`config.mk`:
```
export PLATFORM = sky130hd
export DESIGN_NAME = apoc_output_ctrl
export DESIGN_NICKNAME = d
export VERILOG_FILES = /design/src/apoc_pkg.sv /design/src/apoc_delay_line.sv /design/src/apoc_output_ctrl.sv
export SDC_FILE = /design/constraint.sdc
export NUM_CORES = 1
export LEC_CHECK = 0
export BUFFER_PORTS_ARGS = -buffer_cell sky130_fd_sc_hd__buf_2
export CORE_UTILIZATION = 55
export DETAILED_ROUTE_END_ITERATION = 8
export GPL_TIMING_DRIVEN = 0
export HOLD_SLACK_MARGIN = 0.06
export PLACE_DENSITY = 0.77
export RECOVER_POWER = 100
export REMOVE_ABC_BUFFERS = 1
export SKIP_LAST_GASP = 1
export SLEW_MARGIN = 20
export SYNTH_ARGS = -nofsm -noshare
export SYNTH_HDL_FRONTEND = slang
export SYNTH_SLANG_ARGS = --single-unit
export TNS_END_PERCENT = 20
```
`constraint.sdc`:
```
create_clock -name aclk -period 4.5 [get_ports aclk]
set_clock_uncertainty 0.15 [all_clocks]
set_input_delay 0.9 -clock aclk [delete_from_list [all_inputs] [get_ports aclk]]
set_output_delay 0.9 -clock aclk [all_outputs]
set_load 0.005 [all_outputs]
```
`src/apoc_pkg.sv`:
```
// package: constants for the parallel output control block
package apoc_pkg;
  // ==========================================================================
  // data widths and codes
  localparam int          SAMPLE_W       = 14;
  localparam logic [13:0] CODE_OB_MAX    = 14'h3FFF;
  localparam logic [13:0] CODE_OB_MIN    = 14'h0000;
  localparam logic [13:0] CODE_OB_ZERO   = 14'h2000;
  localparam int          SIGN_BIT       = 13;
  // ==========================================================================
  // format strap levels (two-bit quantised strap)
  localparam logic [1:0]  STRAP_GND      = 2'h0;
  localparam logic [1:0]  STRAP_THIRD    = 2'h1;
  localparam logic [1:0]  STRAP_TWO_THD  = 2'h2;
  localparam logic [1:0]  STRAP_VDD      = 2'h3;
  // ==========================================================================
  // timing
  localparam int          CLK_PERIOD_NS  = 100;
  localparam int          NAP_WAKE_CYC   = 100;
  localparam int          LOCK_CYC       = 100;
  localparam int          SLEEP_WAKE_US  = 2000;
  localparam int          SLEEP_WAKE_CYC = (SLEEP_WAKE_US * 1000) / CLK_PERIOD_NS;
  localparam int          PIPE_LAT       = 5;
  // ==========================================================================
  // register map
  localparam logic [3:0]  REG_CTRL       = 4'h0;
  localparam logic [3:0]  REG_STATUS     = 4'h4;
  localparam logic [3:0]  REG_IRQ        = 4'h8;
  localparam logic [3:0]  REG_MASK       = 4'hC;
  localparam int          CTRL_PD        = 0;
  localparam int          CTRL_OE_N      = 1;
  localparam int          IRQ_OVR        = 0;
  localparam int          IRQ_VALID      = 1;
  localparam logic [1:0]  RESP_OK        = 2'h0;
  localparam logic [1:0]  RESP_DECERR    = 2'h3;
  // ==========================================================================
  // operating modes
  typedef enum logic [1:0] {APOC_RUN, APOC_NAP, APOC_SLEEP, APOC_WAKE} apoc_mode_t;
endpackage : apoc_pkg

```
`src/apoc_delay_line.sv`:
```
// module: fixed-latency register pipeline for code plus flag
module apoc_delay_line #(
  parameter int WIDTH = 15,
  parameter int DEPTH = 5
) (
  // clock and reset
  input  wire logic             aclk,
  input  wire logic             aresetn,
  input  wire logic             ce,
  // data
  input  wire logic [WIDTH-1:0] din,
  output logic      [WIDTH-1:0] dout
);
  logic [WIDTH-1:0] stage [DEPTH];

  always_ff @(posedge aclk)
  begin
    if (!aresetn)
    begin
      for (int i = 0; i < DEPTH; i++)
        stage[i] <= '0;
    end
    else if (ce)
    begin
      stage[0] <= din;
      for (int i = 1; i < DEPTH; i++)
        stage[i] <= stage[i-1];
    end
  end

  assign dout = stage[DEPTH-1];
endmodule : apoc_delay_line

```
`src/apoc_output_ctrl.sv`:
```
// module: digital output stage of a 14-bit sampling converter
// Overview of operation
// - offset binary: full scale ones, zero 0x2000
// - two's complement inverts offset binary msb
// - overrange raises flag, clamps code to extreme
// - four-level strap picks format and stabilizer
// - output enable high tristates data and flag
// - power down low gives normal conversion
// - power down with enable high sleeps, slow wake
// - power down with enable low naps unless already asleep, 100-cycle wake
// - sleep and nap tristate the data and flag outputs
// - stabilizer samples rising edge, 50% duty
// - stabilizer needs 100 cycles to relock
module apoc_output_ctrl #(
  parameter int SLEEP_WAKE = apoc_pkg::SLEEP_WAKE_CYC,
  parameter int LATENCY    = apoc_pkg::PIPE_LAT
) (
  // clock and reset
  input  wire logic        aclk,
  input  wire logic        aresetn,
  input  wire logic        ce,
  // converter core input
  input  wire logic [14:0] raw_sample,
  input  wire logic [1:0]  format_strap,
  input  wire logic        clock_stopped,
  // parallel output pins
  output logic      [13:0] sample_code_bits,
  output logic      [13:0] sample_code_bits_oe,
  output logic             overrange_flag,
  output logic             overrange_flag_oe,
  output logic             data_valid,
  output logic             stabilizer_on,
  // axi4-lite slave
  input  wire logic [3:0]  s_axi_awaddr,
  input  wire logic        s_axi_awvalid,
  output logic             s_axi_awready,
  input  wire logic [31:0] s_axi_wdata,
  input  wire logic [3:0]  s_axi_wstrb,
  input  wire logic        s_axi_wvalid,
  output logic             s_axi_wready,
  output logic      [1:0]  s_axi_bresp,
  output logic             s_axi_bvalid,
  input  wire logic        s_axi_bready,
  input  wire logic [3:0]  s_axi_araddr,
  input  wire logic        s_axi_arvalid,
  output logic             s_axi_arready,
  output logic      [31:0] s_axi_rdata,
  output logic      [1:0]  s_axi_rresp,
  output logic             s_axi_rvalid,
  input  wire logic        s_axi_rready,
  // interrupt
  output logic             irq
);
  // ==========================================================================
  // encoding
  // raw_sample is a signed 15-bit level; beyond the 14-bit span is overrange
  function automatic logic [14:0] apoc_encode(input logic [14:0] raw, input logic twos);
    logic signed [14:0] v;
    logic [13:0]        ob;
    logic               ovr;
    v   = raw;
    ovr = 1'b0;
    if (v > 15'sh1FFF)
    begin
      ob  = apoc_pkg::CODE_OB_MAX;
      ovr = 1'b1;
    end
    else if (v < -15'sh2000)
    begin
      ob  = apoc_pkg::CODE_OB_MIN;
      ovr = 1'b1;
    end
    else
      ob = 14'(v) ^ apoc_pkg::CODE_OB_ZERO;
    if (twos)
      ob[apoc_pkg::SIGN_BIT] = ~ob[apoc_pkg::SIGN_BIT];
    return {ovr, ob};
  endfunction : apoc_encode

  logic        strap_twos;
  logic [14:0] coded;
  logic [14:0] piped;
  assign strap_twos    = (format_strap == apoc_pkg::STRAP_TWO_THD) || (format_strap == apoc_pkg::STRAP_VDD);
  assign stabilizer_on = (format_strap == apoc_pkg::STRAP_THIRD) || (format_strap == apoc_pkg::STRAP_TWO_THD);
  assign coded         = apoc_encode(raw_sample, strap_twos);

  apoc_delay_line #(.WIDTH(15), .DEPTH(LATENCY)) u_pipe (
    .aclk    (aclk),
    .aresetn (aresetn),
    .ce      (ce),
    .din     (coded),
    .dout    (piped)
  );

  // ==========================================================================
  // control register and power modes
  logic                  ctrl_pd;
  logic                  ctrl_oe_n;
  apoc_pkg::apoc_mode_t  mode;
  apoc_pkg::apoc_mode_t  next_mode;
  logic [31:0]           wake_cnt;
  logic [31:0]           next_wake_cnt;
  logic                  lock_busy;
  logic [7:0]            lock_cnt;
  logic                  valid_rise;
  logic                  prev_valid;

  always_comb
  begin
    next_mode     = mode;
    next_wake_cnt = (wake_cnt != 0) ? wake_cnt - 32'h1 : 32'h0;
    unique case (mode)
      apoc_pkg::APOC_RUN:
        if (ctrl_pd)
          next_mode = ctrl_oe_n ? apoc_pkg::APOC_SLEEP : apoc_pkg::APOC_NAP;
      apoc_pkg::APOC_NAP, apoc_pkg::APOC_SLEEP:
        if (!ctrl_pd)
        begin
          next_mode     = apoc_pkg::APOC_WAKE;
          // a nap keeps the reference up, so recovery is short
          next_wake_cnt = (mode == apoc_pkg::APOC_NAP) ? 32'(apoc_pkg::NAP_WAKE_CYC) : 32'(SLEEP_WAKE);
        end
        else if (mode == apoc_pkg::APOC_NAP && ctrl_oe_n)
          next_mode = apoc_pkg::APOC_SLEEP;
      apoc_pkg::APOC_WAKE:
        if (ctrl_pd)
          next_mode = ctrl_oe_n ? apoc_pkg::APOC_SLEEP : apoc_pkg::APOC_NAP;
        else if (wake_cnt <= 32'h1)
          next_mode = apoc_pkg::APOC_RUN;
    endcase
  end

  always_ff @(posedge aclk)
  begin
    if (!aresetn)
    begin
      mode     <= apoc_pkg::APOC_RUN;
      wake_cnt <= 32'h0;
    end
    else if (ce)
    begin
      mode     <= next_mode;
      wake_cnt <= next_wake_cnt;
    end
  end

  // stabilizer relock after a stopped clock; the stop is reported by the clock monitor
  always_ff @(posedge aclk)
  begin
    if (!aresetn)
      lock_cnt <= 8'h0;
    else if (ce)
    begin
      if (clock_stopped && stabilizer_on)
        lock_cnt <= 8'(apoc_pkg::LOCK_CYC);
      else if (lock_cnt != 8'h0)
        lock_cnt <= lock_cnt - 8'h1;
    end
  end
  assign lock_busy = (lock_cnt != 8'h0);

  // ==========================================================================
  // output pins
  logic drive;
  assign drive = !ctrl_oe_n && (mode == apoc_pkg::APOC_RUN || mode == apoc_pkg::APOC_WAKE);

  always_ff @(posedge aclk)
  begin
    if (!aresetn)
    begin
      sample_code_bits <= 14'h0000;
      overrange_flag   <= 1'b0;
      data_valid       <= 1'b0;
    end
    else if (ce)
    begin
      sample_code_bits <= piped[13:0];
      overrange_flag   <= piped[14];
      data_valid       <= (next_mode == apoc_pkg::APOC_RUN) && !lock_busy;
    end
  end
  assign sample_code_bits_oe = {14{drive}};
  assign overrange_flag_oe   = drive;

  // ==========================================================================
  // axi4-lite slave: one write and one read in flight
  logic        aw_held;
  logic        w_held;
  logic [3:0]  aw_addr;
  logic [31:0] w_data;
  logic [3:0]  w_strb;
  logic [1:0]  irq_stat;
  logic [1:0]  irq_mask;
  logic        do_write;
  logic        rd_take;
  logic        wr_ctrl;
  logic        wr_mask;
  logic        wr_hit;
  logic        rd_hit;
  logic        rd_stat_clr;
  logic [31:0] rd_mux;
  logic [1:0]  irq_set;

  assign s_axi_awready = !aw_held && !s_axi_bvalid;
  assign s_axi_wready  = !w_held && !s_axi_bvalid;
  assign s_axi_arready = !s_axi_rvalid;
  assign do_write      = aw_held && w_held && !s_axi_bvalid;
  assign rd_take       = s_axi_arvalid && s_axi_arready;
  assign wr_ctrl       = do_write && aw_addr == apoc_pkg::REG_CTRL && w_strb[0];
  assign wr_mask       = do_write && aw_addr == apoc_pkg::REG_MASK && w_strb[0];
  assign wr_hit        = aw_addr == apoc_pkg::REG_CTRL || aw_addr == apoc_pkg::REG_MASK;
  assign rd_hit        = s_axi_araddr == apoc_pkg::REG_CTRL || s_axi_araddr == apoc_pkg::REG_STATUS ||
                         s_axi_araddr == apoc_pkg::REG_IRQ || s_axi_araddr == apoc_pkg::REG_MASK;
  assign rd_stat_clr   = rd_take && s_axi_araddr == apoc_pkg::REG_IRQ;
  assign valid_rise    = data_valid && !prev_valid;
  assign irq_set       = {valid_rise, overrange_flag && data_valid};
  assign rd_mux        = (s_axi_araddr == apoc_pkg::REG_CTRL)   ? {30'h0, ctrl_oe_n, ctrl_pd} :
                         (s_axi_araddr == apoc_pkg::REG_STATUS) ? {26'h0, lock_busy, stabilizer_on,
                                                                   strap_twos, data_valid, mode} :
                         (s_axi_araddr == apoc_pkg::REG_IRQ)    ? {30'h0, irq_stat} :
                         (s_axi_araddr == apoc_pkg::REG_MASK)   ? {30'h0, irq_mask} : 32'h0;
  assign irq           = |(irq_stat & irq_mask);

  always_ff @(posedge aclk)
  begin
    if (!aresetn)
    begin
      aw_held <= 1'b0;
      w_held  <= 1'b0;
      aw_addr <= 4'h0;
      w_data  <= 32'h0;
      w_strb  <= 4'h0;
    end
    else if (ce)
    begin
      if (s_axi_awvalid && s_axi_awready)
      begin
        aw_held <= 1'b1;
        aw_addr <= s_axi_awaddr;
      end
      else if (do_write)
        aw_held <= 1'b0;
      if (s_axi_wvalid && s_axi_wready)
      begin
        w_held <= 1'b1;
        w_data <= s_axi_wdata;
        w_strb <= s_axi_wstrb;
      end
      else if (do_write)
        w_held <= 1'b0;
    end
  end

  always_ff @(posedge aclk)
  begin
    if (!aresetn)
    begin
      s_axi_bvalid <= 1'b0;
      s_axi_bresp  <= apoc_pkg::RESP_OK;
      s_axi_rvalid <= 1'b0;
      s_axi_rresp  <= apoc_pkg::RESP_OK;
      s_axi_rdata  <= 32'h0;
      ctrl_pd      <= 1'b0;
      ctrl_oe_n    <= 1'b0;
      irq_mask     <= 2'h0;
      irq_stat     <= 2'h0;
      prev_valid   <= 1'b0;
    end
    else if (ce)
    begin
      prev_valid <= data_valid;
      if (do_write)
      begin
        s_axi_bvalid <= 1'b1;
        s_axi_bresp  <= wr_hit ? apoc_pkg::RESP_OK : apoc_pkg::RESP_DECERR;
      end
      else if (s_axi_bready)
        s_axi_bvalid <= 1'b0;
      if (wr_ctrl)
      begin
        ctrl_pd   <= w_data[apoc_pkg::CTRL_PD];
        ctrl_oe_n <= w_data[apoc_pkg::CTRL_OE_N];
      end
      if (wr_mask)
        irq_mask <= w_data[1:0];
      if (rd_take)
      begin
        s_axi_rvalid <= 1'b1;
        s_axi_rdata  <= rd_mux;
        s_axi_rresp  <= rd_hit ? apoc_pkg::RESP_OK : apoc_pkg::RESP_DECERR;
      end
      else if (s_axi_rready)
        s_axi_rvalid <= 1'b0;
      // a new event in the clearing cycle survives the read
      irq_stat <= (rd_stat_clr ? 2'h0 : irq_stat) | irq_set;
    end
  end

  // ==========================================================================
  // checks
  a_tristate_when_disabled: assert property (@(posedge aclk) disable iff (!aresetn)
    ctrl_oe_n |-> !overrange_flag_oe && sample_code_bits_oe == 14'h0000)
    else $error("outputs driven while output enable is high");
  a_tristate_power_down: assert property (@(posedge aclk) disable iff (!aresetn)
    (mode == apoc_pkg::APOC_NAP || mode == apoc_pkg::APOC_SLEEP) |->
      !overrange_flag_oe && sample_code_bits_oe == 14'h0000)
    else $error("outputs driven in nap or sleep");
  a_enter_sleep: assert property (@(posedge aclk) disable iff (!aresetn)
    (ce && ctrl_pd && ctrl_oe_n && mode == apoc_pkg::APOC_RUN) |=> mode == apoc_pkg::APOC_SLEEP)
    else $error("sleep not entered");
  a_enter_nap: assert property (@(posedge aclk) disable iff (!aresetn)
    (ce && ctrl_pd && !ctrl_oe_n && mode == apoc_pkg::APOC_RUN) |=> mode == apoc_pkg::APOC_NAP)
    else $error("nap not entered");
  a_nap_wake_time: assert property (@(posedge aclk) disable iff (!aresetn)
    (ce && mode == apoc_pkg::APOC_NAP && !ctrl_pd) |=> wake_cnt == 32'(apoc_pkg::NAP_WAKE_CYC))
    else $error("nap recovery count wrong");
  a_overrange_clamp: assert property (@(posedge aclk) disable iff (!aresetn)
    coded[14] |-> (coded[12:0] == 13'h1FFF || coded[12:0] == 13'h0000))
    else $error("overrange code not clamped");
  a_zero_code: assert property (@(posedge aclk) disable iff (!aresetn)
    (raw_sample == 15'h0000 && !strap_twos) |-> coded == {1'b0, apoc_pkg::CODE_OB_ZERO})
    else $error("offset binary zero code wrong");
  a_twos_msb: assert property (@(posedge aclk) disable iff (!aresetn)
    (raw_sample == 15'h0000 && strap_twos) |-> coded == 15'h0000)
    else $error("two's complement zero code wrong");
  a_strap_stab: assert property (@(posedge aclk) disable iff (!aresetn)
    stabilizer_on == (format_strap[1] ^ format_strap[0]))
    else $error("stabilizer decode wrong");
  a_relock_invalid: assert property (@(posedge aclk) disable iff (!aresetn)
    (ce && clock_stopped && stabilizer_on) |=> ##1 !data_valid)
    else $error("data valid during relock");
endmodule : apoc_output_ctrl

```
==> impl_metrics.yaml <==
clock_network:
  cts_buffer_depth: 2
  cts-root-buf: "clkbuf_16"
  insertion_delay_ns: 0.42
  numCtsBuffers: 17
  cts_hold_buf: 0
  cts_sinks: 159
  postCtsSetupBuffers: 0
  ctsResizeCount: 0
  h-tree-depth: 4
  clk_pin_slew_ns: 0.06
  cts_tree: "done"
global_route:
  track_usage_pct: 21.52
  grt_pass1_wl_microns: 22570
  grt_max_degree: 81
  grt_overflow: 0
  antenna_found_initial: 0
  grtUsageMet3_pct: 3.788
  first_global_vias: 4767
  met2_usage_pct: 35.94
  grt_use_met1_pct: 27.21
  grt-busiest-layer: "met2"
timing:
  worstMarginPinSlew_ns: 1.146
  finalHoldViolations: 0
  max_slew_margin_pct: 22.93
  setup_tns_ns: 0
  setup-violations-final: 0
  drv_slew: 0
  timing.hold.ws_ns: 0.3003
  layout_min_cycle_time_ns: 3.554
  rsz0062_at_grt: "false"
  timing.fmax_mhz: 281.3
  post-route-period-util_pct: 78.99
die:
  die_area_sq_um: 13580
  start_util_pct: 56.73
  fp.coreArea_sq_um: 12720
  die_h_microns: 116.6
  dieWidth_microns: 116.6
  pin_count: 144
  rows: 41
place:
  place_congestion: 0.8582
  place_area_sq_um: 7584
  place_hpwl_microns: 9167
  place.port_buffers: 84
logic_synthesis:
  yosys_warnings: 0
  synthArstFlopShare_pct: 0
  yosysTopAreaCell: "edfxtp_1"
  synth.avg_cell_area_sq_um: 10.21
  yosys.area.top_type_share_pct: 31.21
  synth-edff-count: 75
  ys_seq_elements: 159
  synth_area_leaders: "edfxtp_1, dfxtp_1, nor2_1"
  synthCells: 707
  seq_area_frac_synth_pct: 54.51
  synth_ff_type: "dfxtp_1"
  synth.cell_area_sq_um: 7217
  yosysUniqueCellTypes: 58
critical_path:
  cp_max_fo: 65
  slowest_delay_ns: 0.76
  endpoint_kind: "flop"
  required_ns: 4.50
  crit_cells: 5
  worstSetupStartpointType: "input port"
  crit_type: "input port to flop"
  crit_start: "aresetn"
  reg2reg_depth: 6
  path_buf_inv: 4
  cpLargestDelayFamily: "buffers and inverters"
  reg2reg_from: "wake_cnt[20]"
  crit_path_top_delay_cell: "nor2_1"
  arrival_ns: 3.56
  reg2reg_to: "wake_cnt[10]"
  crit_chain: "buf_2 -> inv_1 -> nor2_1 -> inv_4 -> buf_16"
  crit_end: "u_pipe.stage[2][1]"
  reg2reg_slack_ns: 0.97
final_layout:
  area_growth_syn_to_layout_pct: 12.29
  drive_above_1_share_pct: 12.76
  n_antenna_cell: 0
  layout.nets: 843
  design_area_sq_um: 8104
  fin_util_pct: 63.70
status:
  status: "complete, no violations"
power_and_ir_drop:
  p_total_mw: 4.439
  pwr_density_cell_nw_per_um2: 547.8
  ir_worst_vdd_mv: 0.3000
  p_leak_nw: 3.449
hold_path:
  hold_class: "flop to flop"
detailed_routing:
  drt_iter0_drc: 540
  ant_nets: 0
  drt_first_pass_iters: 5
  wirelength_microns: 14290
  vias_per_cell: 5.557
  wl_per_cell_microns: 15.07
  drc: 0
  num_vias: 5268
flow_run:
  cap_violations: 0
where the power goes:
group | internal (mW) | switching (mW)
clock network | 0.834 | 0.610
registers | 1.69 | 0.153
logic | 0.477 | 0.669
placed cells by master, fill, tap and decap left out, types with 5 or more instances in the layout:
cell       instances
a21oi_1           36
a22oi_1            6
a31oi_1            8
and3_1            61
buf_2             39
clkbuf_1          33
clkbuf_16         17
clkbuf_2          10
conb_1            26
dfxtp_1           84
edfxtp_1          75
ha_1              10
inv_1             12
inv_6              6
mux2i_1           29
nand2_1           31
nand2b_1           9
nand3_1           10
nor2_1           124
nor3_1            14
nor4_1            11
o21ai_0           17
o21ai_1            5
or3_1             13
or4_1              6
xnor2_1           19
xor2_1             7
stage by stage:
step | setup WS [ns] | std cells
floorplan | 0.1896 | 657
global placement | -1.877 | 913
detailed placement | 0.7276 | 916
CTS | 1.152 | 948
global route | 0.7068 | 948
finish | 0.9455 | 948
worst min-delay path by stage:
stage          startpoint     endpoint  slack, ns  cells past startpoint
6_report       prev_valid  irq_stat[1]       0.30                      1
5_1_grt        prev_valid  irq_stat[1]       0.33                      1
4_1_cts        prev_valid  irq_stat[1]       0.31                      1
3_5_place_dp   prev_valid  irq_stat[1]       0.30                      1
3_3_place_gp   prev_valid  irq_stat[1]       0.28                      1
2_1_floorplan  prev_valid  irq_stat[1]       0.27                      1
state kept, by name, summed over array words and instances (netlist names):
register and count:
prev_valid 1, data_valid 1, wake_cnt 32, w_held 1
aw_addr 4, ctrl_oe_n 1, s_axi_bresp 1, s_axi_rvalid 1
ctrl_pd 1, overrange_flag 1, lock_cnt 8, s_axi_bvalid 1
w_strb 1, s_axi_rresp 1, mode 2, irq_mask 2
sample_code_bits 14, u_pipe.stage 75, w_data 2, s_axi_rdata 6
irq_stat 2, aw_held 1
cells in the mapped netlist, drive strengths merged (2+ instances only):
cell type / n
a211oi: 2
a21oi: 36
a22o: 3
a22oi: 7
a31oi: 8
a32o: 2
and2: 3
and3: 61
buf: 49
clkbuf: 26
dfxtp: 84
edfxtp: 75
ha: 10
inv: 13
mux2i: 29
mux4: 2
nand2: 31
nand2b: 9
nand3: 10
nor2: 124
nor2b: 2
nor3: 14
nor4: 12
nor4b: 3
o21a: 2
o21ai: 22
or2: 4
or3: 15
or4: 7
xnor2: 19
xor2: 7
kinds of logic after synthesis:
group / synth area share (%)
buf+inv: 6.813
flops: 54.51
xor+xnor: 3.155
compound gates: 7.750
simple gates: 21.19
mux: 4.802
other cells: 0.05196
fa+ha+maj: 1.734
metal layers:
metal / vias to the layer above / wire length (microns) / part of all wire (%)
met5: - / 0 / 0
met1: 2482 / 6280 / 44
met3: 25 / 822 / 5.8
li1: 2558 / - / -
met2: 203 / 6950 / 49
met4: 0 / 232 / 1.6
layout make-up:
| cell class | count | area (sq um) |
|---|---|---|
| fillers | 1025 | 4618 |
| flip-flops and latches | 159 | 3934 |
| multi-input cells | 485 | 2851 |
| repair buffers | 87 | 455.4 |
| clock buffers | 17 | 425.4 |
| well taps | 172 | 215.2 |
| clock inverters | 15 | 171.4 |
| inverters | 13 | 51.30 |
worst reg2reg max path, stage by stage, from the launching register on:
cell      delay, ns
dfxtp_1        0.35
or4_1          0.54
or4_1          0.56
nor4_1         0.95
nor2_1         0.29
nand2_1        0.38
o311ai_0       0.17
No activity file was read; power rests on OpenSTA's default activity.
